<file path="src/include/phy_cfg_defs.svh">
// register addresses, field positions, reset values and frame counts
`ifndef PHY_CFG_DEFS_SVH
`define PHY_CFG_DEFS_SVH

`define NP_RX_ADDR 5'h08
`define CFG_ADDR 5'h10
`define UNIMPL_A_ADDR 5'h09
`define UNIMPL_B_ADDR 5'h0A
`define UNIMPL_C_ADDR 5'h0F

`define NP_RX_RESET 16'h0000
`define CFG_RESET 16'h0080
`define CFG_WMASK 16'h7FA3
`define ZERO_WORD 16'h0000

`define CFG_FORCE_PASS 14
`define CFG_TX_DISABLE 13
`define CFG_BYP_SCRAM 12
`define CFG_BYP_4B5B 11
`define CFG_JABBER_DIS 10
`define CFG_SQE_EN 9
`define CFG_LOOP_DIS 8
`define CFG_CRS_SEL 7
`define CFG_PRE_EN 5
`define CFG_ALT_NP 1
`define CFG_FIBER 0

`define PRE_LEN 6'h20
`define OP_READ 2'h2
`define OP_WRITE 2'h1
`define OP_LAST 5'h01
`define ADDR_LAST 5'h09
`define TA_LAST 5'h01
`define DATA_LAST 5'h0F
`define DATA_MSB 15

`endif

</file>
<file path="src/include/phy_cfg_pkg.sv">
// types shared by the port configuration block
`default_nettype none
package phy_cfg_pkg;
  typedef enum {MD_PRE, MD_START, MD_OP, MD_ADDR, MD_TA, MD_DATA} mdio_state_e;
  typedef logic [15:0] reg_word_t;
endpackage : phy_cfg_pkg
`default_nettype wire

</file>
<file path="src/hdl/phy_port_config_next_page_rx.sv">
// per-port next-page receive and port configuration registers with mdio slave
`timescale 1ns/1ps
`default_nettype none
`include "phy_cfg_defs.svh"
module phy_port_config_next_page_rx
  import phy_cfg_pkg::*;
(
  input wire logic mclk_i,
  input wire logic srst_i,
  input wire logic ce_i,
  input wire logic [4:0] phy_addr_i,
  input wire logic mdc_i,
  input wire logic mdio_i,
  output logic mdio_o,
  output logic mdio_oe_o,
  input wire logic page_rx_valid_i,
  input wire logic [15:0] page_word_i,
  input wire logic page_rx_clear_i,
  input wire logic mr_page_rx_i,
  input wire logic base_page_i,
  input wire logic link_ok_i,
  input wire logic speed_100_i,
  input wire logic full_duplex_i,
  input wire logic crs_raw_i,
  input wire logic sfd_seen_i,
  output logic page_received_o,
  output logic base_page_o,
  output logic link_pass_o,
  output logic tp_tx_enable_o,
  output logic scrambler_bypass_o,
  output logic coder_bypass_o,
  output logic jabber_enable_o,
  output logic heartbeat_enable_o,
  output logic loopback_enable_o,
  output logic crs_o,
  output logic rx_dv_o,
  output logic strip_preamble_o,
  output logic alternate_next_page_enable_o,
  output logic fiber_select_o
);

  // ****************************************
  // pin synchronisers and mdc edge
  // ****************************************
  logic mdc_s;
  logic mdio_s;
  logic mdc_d_r;
  logic mdc_rise;
  logic [4:0] phy_addr_s;
  logic [4:0] phy_addr_r;

  bit_sync #(.WIDTH(2)) u_mdio_sync (
    .mclk_i(mclk_i),
    .srst_i(srst_i),
    .ce_i(ce_i),
    .async_i({mdc_i, mdio_i}),
    .sync_o({mdc_s, mdio_s})
  );

  // strap path not reset: it must be live while reset is held
  bit_sync #(.WIDTH(5)) u_addr_sync (
    .mclk_i(mclk_i),
    .srst_i(1'b0),
    .ce_i(ce_i),
    .async_i(phy_addr_i),
    .sync_o(phy_addr_s)
  );

  always_ff @(posedge mclk_i)
  begin
    if (srst_i)
      mdc_d_r <= 1'b0;
    else if (ce_i)
      mdc_d_r <= mdc_s;
  end

  assign mdc_rise = ce_i & mdc_s & ~mdc_d_r;

  // strap caught while reset is held, frozen afterwards
  always_ff @(posedge mclk_i)
  begin
    if (srst_i)
      phy_addr_r <= phy_addr_s;
  end

  // ****************************************
  // register decode
  // ****************************************
  logic [15:0] np_rx_r;
  logic [15:0] cfg_r;

  function automatic logic reg_hit(input logic [4:0] a);
    reg_hit = (a == `NP_RX_ADDR) || (a == `CFG_ADDR) ||
              (a == `UNIMPL_A_ADDR) || (a == `UNIMPL_B_ADDR) ||
              (a == `UNIMPL_C_ADDR);
  endfunction : reg_hit

  // unimplemented addresses answer zero and swallow writes
  function automatic reg_word_t read_mux(input logic [4:0] a,
                                         input reg_word_t np,
                                         input reg_word_t cfg);
    case (a)
      `NP_RX_ADDR: read_mux = np;
      `CFG_ADDR: read_mux = cfg;
      default: read_mux = `ZERO_WORD;
    endcase
  endfunction : read_mux

  // ****************************************
  // mdio frame engine
  // ****************************************
  mdio_state_e state_r;
  logic [5:0] pre_cnt_r;
  logic [4:0] bit_cnt_r;
  logic [1:0] op_r;
  logic [9:0] addr_sr_r;
  logic [4:0] regad_r;
  logic [15:0] data_sr_r;
  logic [9:0] addr_full;
  logic cfg_wr_stb;
  logic [15:0] wdata;
  reg_word_t rd_word;

  assign rd_word = read_mux(regad_r, np_rx_r, cfg_r);
  assign addr_full = {addr_sr_r[8:0], mdio_s};
  assign wdata = {data_sr_r[14:0], mdio_s};
  assign cfg_wr_stb = mdc_rise && (state_r == MD_DATA) &&
                      (bit_cnt_r == `DATA_LAST) && (op_r == `OP_WRITE) &&
                      (regad_r == `CFG_ADDR);

  // only this port's address is answered
  always_ff @(posedge mclk_i)
  begin
    if (srst_i)
    begin
      state_r <= MD_PRE;
      pre_cnt_r <= 6'h00;
      bit_cnt_r <= 5'h00;
      op_r <= 2'h0;
      addr_sr_r <= 10'h000;
      regad_r <= 5'h00;
      data_sr_r <= 16'h0000;
      mdio_o <= 1'b1;
      mdio_oe_o <= 1'b0;
    end
    else if (mdc_rise)
    begin
      case (state_r)
        MD_PRE:
        begin
          mdio_oe_o <= 1'b0;
          if (mdio_s)
          begin
            if (pre_cnt_r != `PRE_LEN)
              pre_cnt_r <= pre_cnt_r + 6'h01;
          end
          else
          begin
            if (pre_cnt_r == `PRE_LEN)
              state_r <= MD_START;
            pre_cnt_r <= 6'h00;
          end
        end
        MD_START:
        begin
          bit_cnt_r <= 5'h00;
          state_r <= mdio_s ? MD_OP : MD_PRE;
        end
        MD_OP:
        begin
          op_r <= {op_r[0], mdio_s};
          bit_cnt_r <= bit_cnt_r + 5'h01;
          if (bit_cnt_r == `OP_LAST)
          begin
            bit_cnt_r <= 5'h00;
            state_r <= MD_ADDR;
          end
        end
        MD_ADDR:
        begin
          addr_sr_r <= addr_full;
          bit_cnt_r <= bit_cnt_r + 5'h01;
          if (bit_cnt_r == `ADDR_LAST)
          begin
            bit_cnt_r <= 5'h00;
            regad_r <= addr_full[4:0];
            if ((addr_full[9:5] == phy_addr_r) && reg_hit(addr_full[4:0]) &&
                ((op_r == `OP_READ) || (op_r == `OP_WRITE)))
              state_r <= MD_TA;
            else
              state_r <= MD_PRE;
          end
        end
        MD_TA:
        begin
          bit_cnt_r <= bit_cnt_r + 5'h01;
          if (op_r == `OP_READ)
          begin
            mdio_oe_o <= 1'b1;
            mdio_o <= 1'b0;
          end
          if (bit_cnt_r == `TA_LAST)
          begin
            bit_cnt_r <= 5'h00;
            state_r <= MD_DATA;
            if (op_r == `OP_READ)
            begin
              data_sr_r <= rd_word;
              mdio_o <= rd_word[`DATA_MSB];
            end
          end
        end
        MD_DATA:
        begin
          bit_cnt_r <= bit_cnt_r + 5'h01;
          if (op_r == `OP_READ)
          begin
            data_sr_r <= {data_sr_r[14:0], 1'b0};
            mdio_o <= data_sr_r[14];
          end
          else
            data_sr_r <= wdata;
          if (bit_cnt_r == `DATA_LAST)
          begin
            bit_cnt_r <= 5'h00;
            mdio_oe_o <= 1'b0;
            mdio_o <= 1'b1;
            state_r <= MD_PRE;
          end
        end
        default:
          state_r <= MD_PRE;
      endcase
    end
  end

  // ****************************************
  // registers
  // ****************************************
  // receive holder is loaded only by the negotiation engine
  always_ff @(posedge mclk_i)
  begin
    if (srst_i)
      np_rx_r <= `NP_RX_RESET;
    else if (ce_i && page_rx_valid_i)
      np_rx_r <= page_word_i;
  end

  // reserved bits are not stored, so they read zero whatever is written
  always_ff @(posedge mclk_i)
  begin
    if (srst_i)
      cfg_r <= `CFG_RESET;
    else if (cfg_wr_stb)
      cfg_r <= wdata & `CFG_WMASK;
  end

  // ****************************************
  // page flags
  // ****************************************
  logic page_clr;

  assign page_clr = page_rx_clear_i ||
                    (cfg_r[`CFG_ALT_NP] &&
                     (!mr_page_rx_i || cfg_r[`CFG_TX_DISABLE]));

  // a new page in the clearing cycle is kept
  always_ff @(posedge mclk_i)
  begin
    if (srst_i)
      page_received_o <= 1'b0;
    else if (ce_i)
    begin
      if (page_rx_valid_i)
        page_received_o <= 1'b1;
      else if (page_clr)
        page_received_o <= 1'b0;
    end
  end

  always_ff @(posedge mclk_i)
  begin
    if (srst_i)
      base_page_o <= 1'b0;
    else if (ce_i)
      base_page_o <= cfg_r[`CFG_ALT_NP] & base_page_i;
  end

  // ****************************************
  // port controls
  // ****************************************
  logic ten_mode;
  logic tx_mode;
  logic rx_dv_nxt;

  assign ten_mode = ~speed_100_i & ~cfg_r[`CFG_FIBER];
  assign tx_mode = speed_100_i & ~cfg_r[`CFG_FIBER];
  // outside 10T the delimiter alone opens the frame
  assign rx_dv_nxt = (ten_mode && cfg_r[`CFG_PRE_EN]) ? crs_raw_i : sfd_seen_i;

  always_ff @(posedge mclk_i)
  begin
    if (srst_i)
    begin
      link_pass_o <= 1'b0;
      tp_tx_enable_o <= 1'b0;
      scrambler_bypass_o <= 1'b0;
      coder_bypass_o <= 1'b0;
      jabber_enable_o <= 1'b1;
      heartbeat_enable_o <= 1'b0;
      loopback_enable_o <= 1'b0;
      alternate_next_page_enable_o <= 1'b0;
      fiber_select_o <= 1'b0;
    end
    else if (ce_i)
    begin
      link_pass_o <= cfg_r[`CFG_FORCE_PASS] | link_ok_i;
      tp_tx_enable_o <= ~cfg_r[`CFG_TX_DISABLE] & ~cfg_r[`CFG_FIBER];
      scrambler_bypass_o <= cfg_r[`CFG_BYP_SCRAM] & tx_mode;
      coder_bypass_o <= cfg_r[`CFG_BYP_4B5B] & tx_mode;
      jabber_enable_o <= ~(cfg_r[`CFG_JABBER_DIS] & ten_mode);
      heartbeat_enable_o <= cfg_r[`CFG_SQE_EN] & ten_mode;
      loopback_enable_o <= ten_mode & ~full_duplex_i & ~cfg_r[`CFG_LOOP_DIS];
      alternate_next_page_enable_o <= cfg_r[`CFG_ALT_NP];
      fiber_select_o <= cfg_r[`CFG_FIBER];
    end
  end

  // carrier extension uses the same-cycle data valid so both drop together
  always_ff @(posedge mclk_i)
  begin
    if (srst_i)
    begin
      rx_dv_o <= 1'b0;
      crs_o <= 1'b0;
      strip_preamble_o <= 1'b0;
    end
    else if (ce_i)
    begin
      rx_dv_o <= rx_dv_nxt;
      crs_o <= crs_raw_i | (cfg_r[`CFG_CRS_SEL] & ten_mode & rx_dv_nxt);
      strip_preamble_o <= ten_mode & ~cfg_r[`CFG_PRE_EN];
    end
  end
endmodule : phy_port_config_next_page_rx
`default_nettype wire

</file>
<file path="src/hdl/bit_sync.sv">
// two flip-flop synchroniser for pin inputs
`timescale 1ns/1ps
`default_nettype none
module bit_sync #(
  parameter int WIDTH = 1
) (
  input wire logic mclk_i,
  input wire logic srst_i,
  input wire logic ce_i,
  input wire logic [WIDTH-1:0] async_i,
  output logic [WIDTH-1:0] sync_o
);
  logic [WIDTH-1:0] meta_r;
  logic [WIDTH-1:0] sync_r;

  // first stage feeds only the second stage
  always_ff @(posedge mclk_i)
  begin
    if (srst_i)
    begin
      meta_r <= '0;
      sync_r <= '0;
    end
    else if (ce_i)
    begin
      meta_r <= async_i;
      sync_r <= meta_r;
    end
  end

  assign sync_o = sync_r;
endmodule : bit_sync
`default_nettype wire

</file>
<file path="config.mk">
export PLATFORM = sky130hd
export DESIGN_NAME = phy_port_config_next_page_rx
export DESIGN_NICKNAME = d
export VERILOG_FILES = /design/src/include/phy_cfg_pkg.sv /design/src/hdl/phy_port_config_next_page_rx.sv /design/src/hdl/bit_sync.sv
export VERILOG_INCLUDE_DIRS = /design/src /design/src/include
export SDC_FILE = /design/constraint.sdc
export NUM_CORES = 1
export LEC_CHECK = 0
export BUFFER_PORTS_ARGS = -buffer_cell sky130_fd_sc_hd__clkbuf_2
export CORE_MARGIN = 2
export CORE_UTILIZATION = 25
export CTS_CLUSTER_SIZE = 24
export DETAILED_ROUTE_END_ITERATION = 10
export SLEW_MARGIN = 20
export SYNTH_ARGS = -nofsm -noshare
export SYNTH_HDL_FRONTEND = slang
export SYNTH_HIERARCHICAL = 1
export SYNTH_SLANG_ARGS = --single-unit
</file>
<file path="constraint.sdc">
create_clock -name mclk_i -period 5.55 [get_ports mclk_i]
set_input_delay 0 -clock mclk_i [delete_from_list [all_inputs] [get_ports mclk_i]]
set_output_delay 0 -clock mclk_i [all_outputs]
set_load 0.02 [all_outputs]
</file>
==> flow_metrics.tcl, run 1 <==
set metrics [dict create \
    fp.dieW_um 142 \
    fp-row-count 50 \
    crit_arrival_ns 2.79 \
    grt_pass1_wl_mm 17.7 \
    insertedDiodeCount 0 \
    vdd_ir_drop_max_v 0.000165 \
    instances_no_fill 823 \
    finalSetupViolCount 0 \
    drt_iter0_drc 237 \
    synthDistinctLibCells 58 \
    clock_sinks 108 \
    cp-start-kind "register" \
    root_buffer "clkbuf_16" \
    cts_tree "done" \
    drive_above_1_share_pct 12.6 \
    vias 3813 \
    start_util_pct 25.4 \
    die_h_um 142 \
    routabilityCongestion 0.805 \
    postLayoutCellArea_um2 5690 \
    place_ws_ns 3.04 \
    track_usage_pct 10.9 \
    cp-startpoint "state_r[0]$_SDFFE_PP0P_" \
    wl_per_cell_um 13.0 \
    synth_ff_type "dfxtp_1" \
    drt-pass1-iter-count 4 \
    ioPinCount 51 \
    hold_viol_final 0 \
    synthXorXnorAreaFrac_pct 2.04 \
    grt.overflow.total 0 \
    ctsHoldBuffers 28 \
    clk_latency_ns 0.35 \
    antenna_found_initial 0 \
    clk_pin_slew_ns 0.07 \
    worstMarginPinSlew_ns 0.982 \
    synth_top_family_by_area "simple AND/OR/NAND/NOR gates" \
    ys_warn_count 6 \
    finalMaxSlewViolations 0 \
    ys_seq_elements 108 \
    dieArea_um2 20000 \
    synth_area_um2 4730 \
    min_from "page_rx_clear_i" \
    fin_crit_sh_pct 46.0 \
    ant_nets 0 \
    post_cts_resized 0 \
    rsz0062_at_grt "false" \
    regToRegStartpoint "state_r[0]$_SDFFE_PP0P_" \
    synth-async-reset-ratio_pct 0 \
    holdWs_ns 0.0120 \
    avgSynthCellArea_um2 8.94 \
    fmax_ghz 0.392 \
    relSlewSlack_pct 34.5 \
    grt_pass1_vias 3476 \
    grt_max_degree 96 \
    status "finished, final reports clean" \
    core_um2 18600 \
    power_density_nw_per_um2 269 \
    synth_fa_ha_area_share_pct 2.12 \
    portBuffers 50 \
    min_period_ns 2.55 \
    hpwl_mm 7.27 \
    worst_ep_required_time_ns 5.79 \
    critPathKind "reg -> reg" \
    p_leak_nw 2.10 \
    nets 627 \
    synth_compound_gate_area_share_pct 14.8 \
    drv_cap 0 \
    cts_buffers 9 \
    clock_skew_ns 0.00767 \
    cts_setup_buffers 0 \
    critical_path.max_fanout 19 \
    clockBufferDepth 2 \
    placed_cells 779 \
    synth-simple-area-share_pct 20.7 \
    setup_slack_ns 3.00 \
    tns_ns 0 \
    viasPerCell 4.63 \
    min_path_type "in -> reg" \
    syn_inst 529 \
    synth-edff-count 5 \
    num-fill-cells 1988 \
    cp-end-kind "register" \
    drc_errors 0 \
    synth_fp_nets 572 \
    yosysSeqAreaShare_pct 46.8 \
    cts_htree_levels 3 \
    area_delta_synth_final_pct 20.3 \
    postPlaceCellArea_um2 5120 \
    drt_wl_total_mm 10.7 \
    synthMuxAreaShare_pct 9.10 \
]
==> cell usage after synthesis (4+ instances only) <==
cell | instances | share of area [%]
a211oi_1 | 4 | 0.63
a21oi_1 | 46 | 4.9
a221o_1 | 11 | 2.3
a311oi_1 | 5 | 0.93
buf_2 | 9 | 0.95
clkbuf_1 | 21 | 1.7
dfxtp_1 | 103 | 44
edfxtp_1 | 5 | 3.2
ha_1 | 8 | 2.1
inv_1 | 11 | 0.87
mux2i_1 | 43 | 9.1
nand2_1 | 70 | 5.6
nand2b_1 | 7 | 0.93
nand3_1 | 19 | 2.0
nand3b_1 | 4 | 0.63
nor2_1 | 64 | 5.1
nor2b_1 | 8 | 1.1
nor3_1 | 8 | 0.85
o211ai_1 | 11 | 1.7
o21ai_0 | 11 | 1.2
xor2_1 | 8 | 1.5
==> per-layer routing <==
layer	global-route usage, %	wire (µm)	vias to the layer above
met5	0	0	-
met4	3.42	189	0
met3	2.70	460	15
met2	15.7	4530	65
met1	16.1	5540	1780
li1	-	-	1953
==> worst max-delay path, cell delays in order, from the launching register on <==
cell      delay, ns
dfxtp_1        0.64
nand3b_1       0.61
nor2_1         0.22
and3_1         0.58
nor2b_1        0.10
a211o_1        0.28
==> through the flow <==
step / utilization [%] / power, mW
floorplan: - / 0.866
global placement: 27.5 / 0.893
detailed placement: 27.5 / 0.894
CTS: 30.5 / 1.55
global route: 30.5 / 1.59
finish: 30.5 / 1.53
==> state kept, by name, indices dropped and copies added, names as in the netlist, 2 cells and up, named ones only <==
signal	cells
np_rx_r	16
data_sr_r	15
cfg_r	11
addr_sr_r	9
pre_cnt_r	6
bit_cnt_r	5
phy_addr_r	5
regad_r	5
u_addr_sync/meta_r	5
u_addr_sync/sync_o	5
state_r	3
op_r	2
u_mdio_sync/meta_r	2
u_mdio_sync/sync_o	2
==> final cells by class <==
type / count / area [µm²] / share of cell area [%]
multi-input combinational: 374 / 2310 / 40.6
sequential: 108 / 2210 / 38.9
timing repair buffer: 80 / 546 / 9.58
tap: 234 / 293 / 5.14
clock buffer: 10 / 229 / 4.02
clock inverter: 6 / 61.3 / 1.08
inverter: 11 / 41.3 / 0.725
==> power by group <==
| part | switching [mW] | total (mW) | internal [mW] |
|---|---|---|---|
| clock | 0.288 | 0.638 | 0.350 |
| sequential | 0.00945 | 0.805 | 0.796 |
| combinational | 0.0462 | 0.0856 | 0.0393 |
==> path summary, 6_finish.rpt <==
| kind | end | slack, ns | depth (start not counted) |
|---|---|---|---|
| hold / removal | page_received_o$_SDFFE_PP0P_ | 0.01 | 4 |
| setup / recovery | cfg_r[7]$_SDFFE_PP1P_ | 3.00 | 5 |
| hold reg to reg | phy_addr_r[3]$_DFFE_PP_ | 0.43 | 0 |
| setup reg to reg | cfg_r[7]$_SDFFE_PP1P_ | 3.00 | 5 |
==> cells by family after synthesis <==
logic type                 Yosys count
AOI/OAI and AO/OA                  106
xor gates and xnor gates            11
adders and majority gates            8
buffers and inverters               47
DFF                                108
muxes                               43
other                                1
and+or+nand+nor                    205
==> layout by cell type (no fill, tap or decap), types with 7 or more instances in the layout <==
| cell type | count |
|---|---|
| nor3_1 | 8 |
| a221o_1 | 11 |
| clkbuf_16 | 9 |
| ha_1 | 8 |
| inv_1 | 11 |
| dlygate4sd3_1 | 28 |
| nand2_1 | 70 |
| clkbuf_2 | 49 |
| mux2i_1 | 43 |
| xor2_1 | 8 |
| nor2b_1 | 8 |
| nor2_1 | 64 |
| nand2b_1 | 7 |
| a21oi_1 | 46 |
| o21ai_0 | 11 |
| dfxtp_1 | 103 |
| o211ai_1 | 11 |
| nand3_1 | 19 |
No activity file was read; power rests on OpenSTA's default activity.
==> inputs of run 2 (changes only) <==
==> constraint.sdc (replaced) <==
create_clock -name mclk_i -period 2.3 [get_ports mclk_i]
set_input_delay 0 -clock mclk_i [delete_from_list [all_inputs] [get_ports mclk_i]]
set_output_delay 0 -clock mclk_i [all_outputs]
set_load 0.02 [all_outputs]
==> flow_metrics.tcl, run 2 (synthesis gave the netlist of run 1 again) <==
set metrics [dict create \
    routabilityCongestion 0.775 \
    placed_cells 788 \
    clk_pin_slew_ns 0.07 \
    min_period_ns 2.05 \
    drt_wl_total_mm 10.8 \
    vias 3829 \
    dieArea_um2 20000 \
    postPlaceCellArea_um2 5200 \
    die_h_um 142 \
    num-fill-cells 1980 \
    grt_pass1_wl_mm 18.1 \
    regMostFlops "np_rx_r" \
    drt-pass1-iter-count 5 \
    layout_common_cells "103 x dfxtp_1, 70 x nand2_1, 64 x nor2_1" \
    fp.dieW_um 142 \
    relSlewSlack_pct 58.0 \
    vdd_ir_drop_max_v 0.000523 \
    worst_ep_required_time_ns 2.58 \
    final_common_cell "dfxtp_1" \
    hold_viol_final 0 \
    power_density_nw_per_um2 638 \
    viasPerCell 4.60 \
    cp-start-kind "register" \
    tns_ns 0 \
    core_um2 18600 \
    instances_no_fill 833 \
    cts_htree_levels 3 \
    cp-end-kind "register" \
    grt_pass1_vias 3586 \
    antenna_found_initial 0 \
    cts_setup_buffers 0 \
    finalMaxSlewViolations 0 \
    drc_errors 0 \
    fp-row-count 50 \
    insertedDiodeCount 0 \
    grt_max_degree 76 \
    ant_nets 0 \
    ctsHoldBuffers 29 \
    postLayoutCellArea_um2 5780 \
    drv_cap 0 \
    setup_slack_ns 0.250 \
    utilization_pct 31.0 \
    place_ws_ns 0.265 \
    clk_latency_ns 0.34 \
    total_power_mw 3.69 \
    wl_per_cell_um 13.0 \
    root_buffer "clkbuf_16" \
    clock_sinks 108 \
    reg_top3 "np_rx_r x16, data_sr_r x15, cfg_r x11" \
    cts_tree "done" \
    worstMarginPinSlew_ns 0.631 \
    regArea_um2 2210 \
    drive_above_1_share_pct 13.9 \
    clock_skew_ns 0.00718 \
    area_delta_synth_final_pct 22.3 \
    critical_path.max_fanout 10 \
    nets 637 \
    grt.overflow.total 0 \
    finalSetupViolCount 0 \
    portBuffers 50 \
    start_util_pct 25.4 \
    fmax_ghz 0.488 \
    ioPinCount 51 \
    track_usage_pct 11.0 \
    drt_iter0_drc 174 \
    post_cts_resized 0 \
    status "finished, final reports clean" \
    cts_buffers 9 \
    rsz0062_at_grt "false" \
    clockBufferDepth 2 \
    min_path_type "in -> reg" \
    critPathKind "reg -> reg" \
    fin_crit_sh_pct 89.1 \
    crit_arrival_ns 2.33 \
    largest_reg_flops 16 \
    multi_input_area_um2 2310 \
    p_leak_nw 2.15 \
    hpwl_mm 7.38 \
    holdWs_ns 0.0168 \
]
-- run 2: cell types whose count changed in the layout (fill, tap and decap cells not counted), sizes merged --
cell         change
buf              +9
clkbuf           +1
clkinv           -1
clkinvlp         +1
dlygate4sd3      +1
inv              -1
-- run 2: layer usage --
| metal | part of all wire [%] | track usage [%] | vias up | routed length (µm) |
|---|---|---|---|---|
| met2 | 44 | 16.6 | 69 | 4700 |
| met1 | 52 | 16.1 | 1770 | 5580 |
| met3 | 3.5 | 1.82 | 12 | 375 |
| met4 | 1.4 | 3.74 | 0 | 148 |
| met5 | 0 | 0 | - | 0 |
| li1 | - | - | 1978 | - |
-- run 2: worst max-delay path, stage by stage, from the launching register on --
cell	delay, ns
dfxtp_1	0.35
ha_1	0.23
nand3_1	0.11
inv_1	0.05
ha_1	0.24
nand2_1	0.09
a21oi_1	0.10
nor3_4	0.32
or3b_1	0.38
a21oi_1	0.13
-- run 2: path summary, 6_finish.rpt --
path | from | end | slack, ns | depth (start not counted)
worst min register to register | u_addr_sync/sync_o[3]$_SDFFE_PP0P_ | phy_addr_r[3]$_DFFE_PP_ | 0.43 | 0
worst max-delay path | bit_cnt_r[0]$_SDFFE_PP0P_ | bit_cnt_r[0]$_SDFFE_PP0P_ | 0.25 | 9
worst max register to register | bit_cnt_r[0]$_SDFFE_PP0P_ | bit_cnt_r[0]$_SDFFE_PP0P_ | 0.25 | 9
worst min-delay path | page_rx_clear_i | page_received_o$_SDFFE_PP0P_ | 0.02 | 4
-- run 2: layout make-up --
cell class	count	area share (%)
inverter	11	0.714
clock inverter	5	1.04
tap	234	5.06
sequential	108	38.2
multi-input combinational	374	39.9
clock buffer	11	4.02
timing repair buffer	90	11.0
-- run 2: power by group --
group	switching, mW	internal [mW]	total [mW]	leakage (nW)
Combinational	0.112	0.0981	0.210	1.13
Sequential	0.0230	1.92	1.94	0.886
Clock	0.685	0.850	1.53	0.140
==> inputs of run 3 (changes only) <==
--- a/config.mk
+++ b/config.mk
@@ -7,7 +7,7 @@
 export NUM_CORES = 1
 export LEC_CHECK = 0
 export BUFFER_PORTS_ARGS = -buffer_cell sky130_fd_sc_hd__clkbuf_2
-export CORE_MARGIN = 2
+export CORE_MARGIN = 10
 export CORE_UTILIZATION = 25
 export CTS_CLUSTER_SIZE = 24
 export DETAILED_ROUTE_END_ITERATION = 10
==> flow_metrics.tcl, run 3 (synthesis gave the netlist of run 1 again) <==
set metrics [dict create \
    status "finished, final reports clean" \
    cpMaxStageDelayCell "or3b_1" \
    cp-end-kind "register" \
    num-fill-cells 1915 \
    clk_pin_slew_ns 0.07 \
    layout_common_cells "103 x dfxtp_1, 70 x nand2_1, 64 x nor2_1" \
    ioPinCount 51 \
    antenna_found_initial 0 \
    cts_buffers 9 \
    ctsHoldBuffers 30 \
    core_um2 18600 \
    drive_above_1_share_pct 14.1 \
    postLayoutCellArea_um2 5800 \
    fp.dieW_um 158 \
    fin_crit_sh_pct 90.5 \
    finalSetupViolCount 0 \
    total_power_mw 3.68 \
    critPathTopFamily "simple AND/OR/NAND/NOR gates" \
    cts_htree_levels 3 \
    fp-row-count 50 \
    finalMaxSlewViolations 0 \
    area_delta_synth_final_pct 22.6 \
    start_util_pct 25.4 \
    min_period_ns 2.08 \
    path_buf_inv 1 \
    drt_iter0_drc 178 \
    track_usage_pct 9.23 \
    viasPerCell 4.54 \
    critPathKind "reg -> reg" \
    portBuffers 50 \
    wl_per_cell_um 13.6 \
    largest_reg_flops 16 \
    vias 3791 \
    clkPwrFrac_pct 41.3 \
    power.combinational.fraction_pct 5.9 \
    nets 639 \
    switching_power_uw 815 \
    postPlaceCellArea_um2 5210 \
    clockBufferDepth 2 \
    power_density_nw_per_um2 634 \
    grt_pass1_vias 3728 \
    p_leak_nw 2.17 \
    drt_wl_total_mm 11.3 \
    post_cts_resized 0 \
    critical_path.max_fanout 10 \
    worstPathCellList "ha_1 -> nand3_1 -> inv_1 -> ha_1 -> nand2_1 -> a21oi_1 -> nor3_4 -> or3b_1 -> a21oi_1" \
    switching_share_pct 22.2 \
    seq_power_share_pct 52.9 \
    cts_tree "done" \
    clk_latency_ns 0.34 \
    drv_cap 0 \
    tns_ns 0 \
    drt-pass1-iter-count 5 \
    insertedDiodeCount 0 \
    hold_viol_final 0 \
    dieArea_um2 24800 \
    root_buffer "clkbuf_16" \
    regMostFlops "np_rx_r" \
    hpwl_mm 7.89 \
    clock_skew_ns 0.00460 \
    place_ws_ns 0.235 \
    clock_sinks 108 \
    max_stage_delay_ns 0.38 \
    worst_ep_required_time_ns 2.58 \
    cp-start-kind "register" \
    holdWs_ns 0.0186 \
    min_path_type "in -> reg" \
    routabilityCongestion 0.778 \
    vdd_ir_drop_max_v 0.000461 \
    grt_pass1_wl_mm 18.8 \
    grt_max_degree 46 \
    ant_nets 0 \
    final_common_cell "dfxtp_1" \
    setup_slack_ns 0.220 \
    fmax_ghz 0.481 \
    worstMarginPinSlew_ns 0.618 \
    reg_top3 "np_rx_r x16, data_sr_r x15, cfg_r x11" \
    cts_setup_buffers 0 \
    p_int_mw 2.86 \
    die_h_um 158 \
    drc_errors 0 \
    relSlewSlack_pct 58.8 \
    rsz0062_at_grt "false" \
    crit_arrival_ns 2.36 \
    grt.overflow.total 0 \
]
[run 3: cell count changes in the layout (fill, tap and decap cells not counted), sizes merged]
cell         previous run  this run
buf                    12        13
clkinv                  2         4
dlygate4sd3            29        30
clkbuf                 60        58
[run 3: routing by layer]
metal	track usage, %	routed length (µm)
met1	12.8	5800
met2	13.8	5050
met3	1.69	344
met4	3.52	127
met5	0	0
[run 3: final timing paths]
path	startpoint	end	slack, ns	cells past startpoint
setup / recovery	bit_cnt_r[0]$_SDFFE_PP0P_	bit_cnt_r[0]$_SDFFE_PP0P_	0.22	9
hold / removal	page_rx_clear_i	page_received_o$_SDFFE_PP0P_	0.02	4
setup reg to reg	bit_cnt_r[0]$_SDFFE_PP0P_	bit_cnt_r[0]$_SDFFE_PP0P_	0.22	9
hold reg to reg	u_addr_sync/sync_o[3]$_SDFFE_PP0P_	phy_addr_r[3]$_DFFE_PP_	0.44	0
[run 3: power by group through the flow]
stage | clock, mW | sequential [mW] | combinational [mW]
2_1_floorplan | 0 | 1.99 | 0.101
3_3_place_gp | 0 | 1.99 | 0.177
3_5_place_dp | 0 | 1.99 | 0.177
4_1_cts | 1.57 | 1.94 | 0.218
5_1_grt | 1.64 | 1.95 | 0.242
6_report | 1.52 | 1.94 | 0.215
[run 3: layout make-up]
class                      count  area [µm²]  share of cell area, %
inverter                      11        41.3                  0.712
multi-input combinational    374        2310                   39.8
clock inverter                 7        65.1                   1.12
timing repair buffer          92         653                   11.3
tap                          234         293                   5.05
clock buffer                   9         225                   3.88
sequential                   108        2210                   38.1
[run 3: through the flow]
| step | util (%) | std cells |
|---|---|---|
| final | 31.1 | 835 |
| after global routing | 31.1 | 835 |
| after CTS | 31.1 | 835 |
| after detailed placement | 27.9 | 789 |
| after global placement | 27.9 | 789 |
| after floorplan | - | 529 |
[run 3: tightest hold or removal path: stages]
cell and delay, ns:
clkbuf_2 0.08, a21oi_1 0.03, o21ai_0 0.14, a21oi_1 0.06
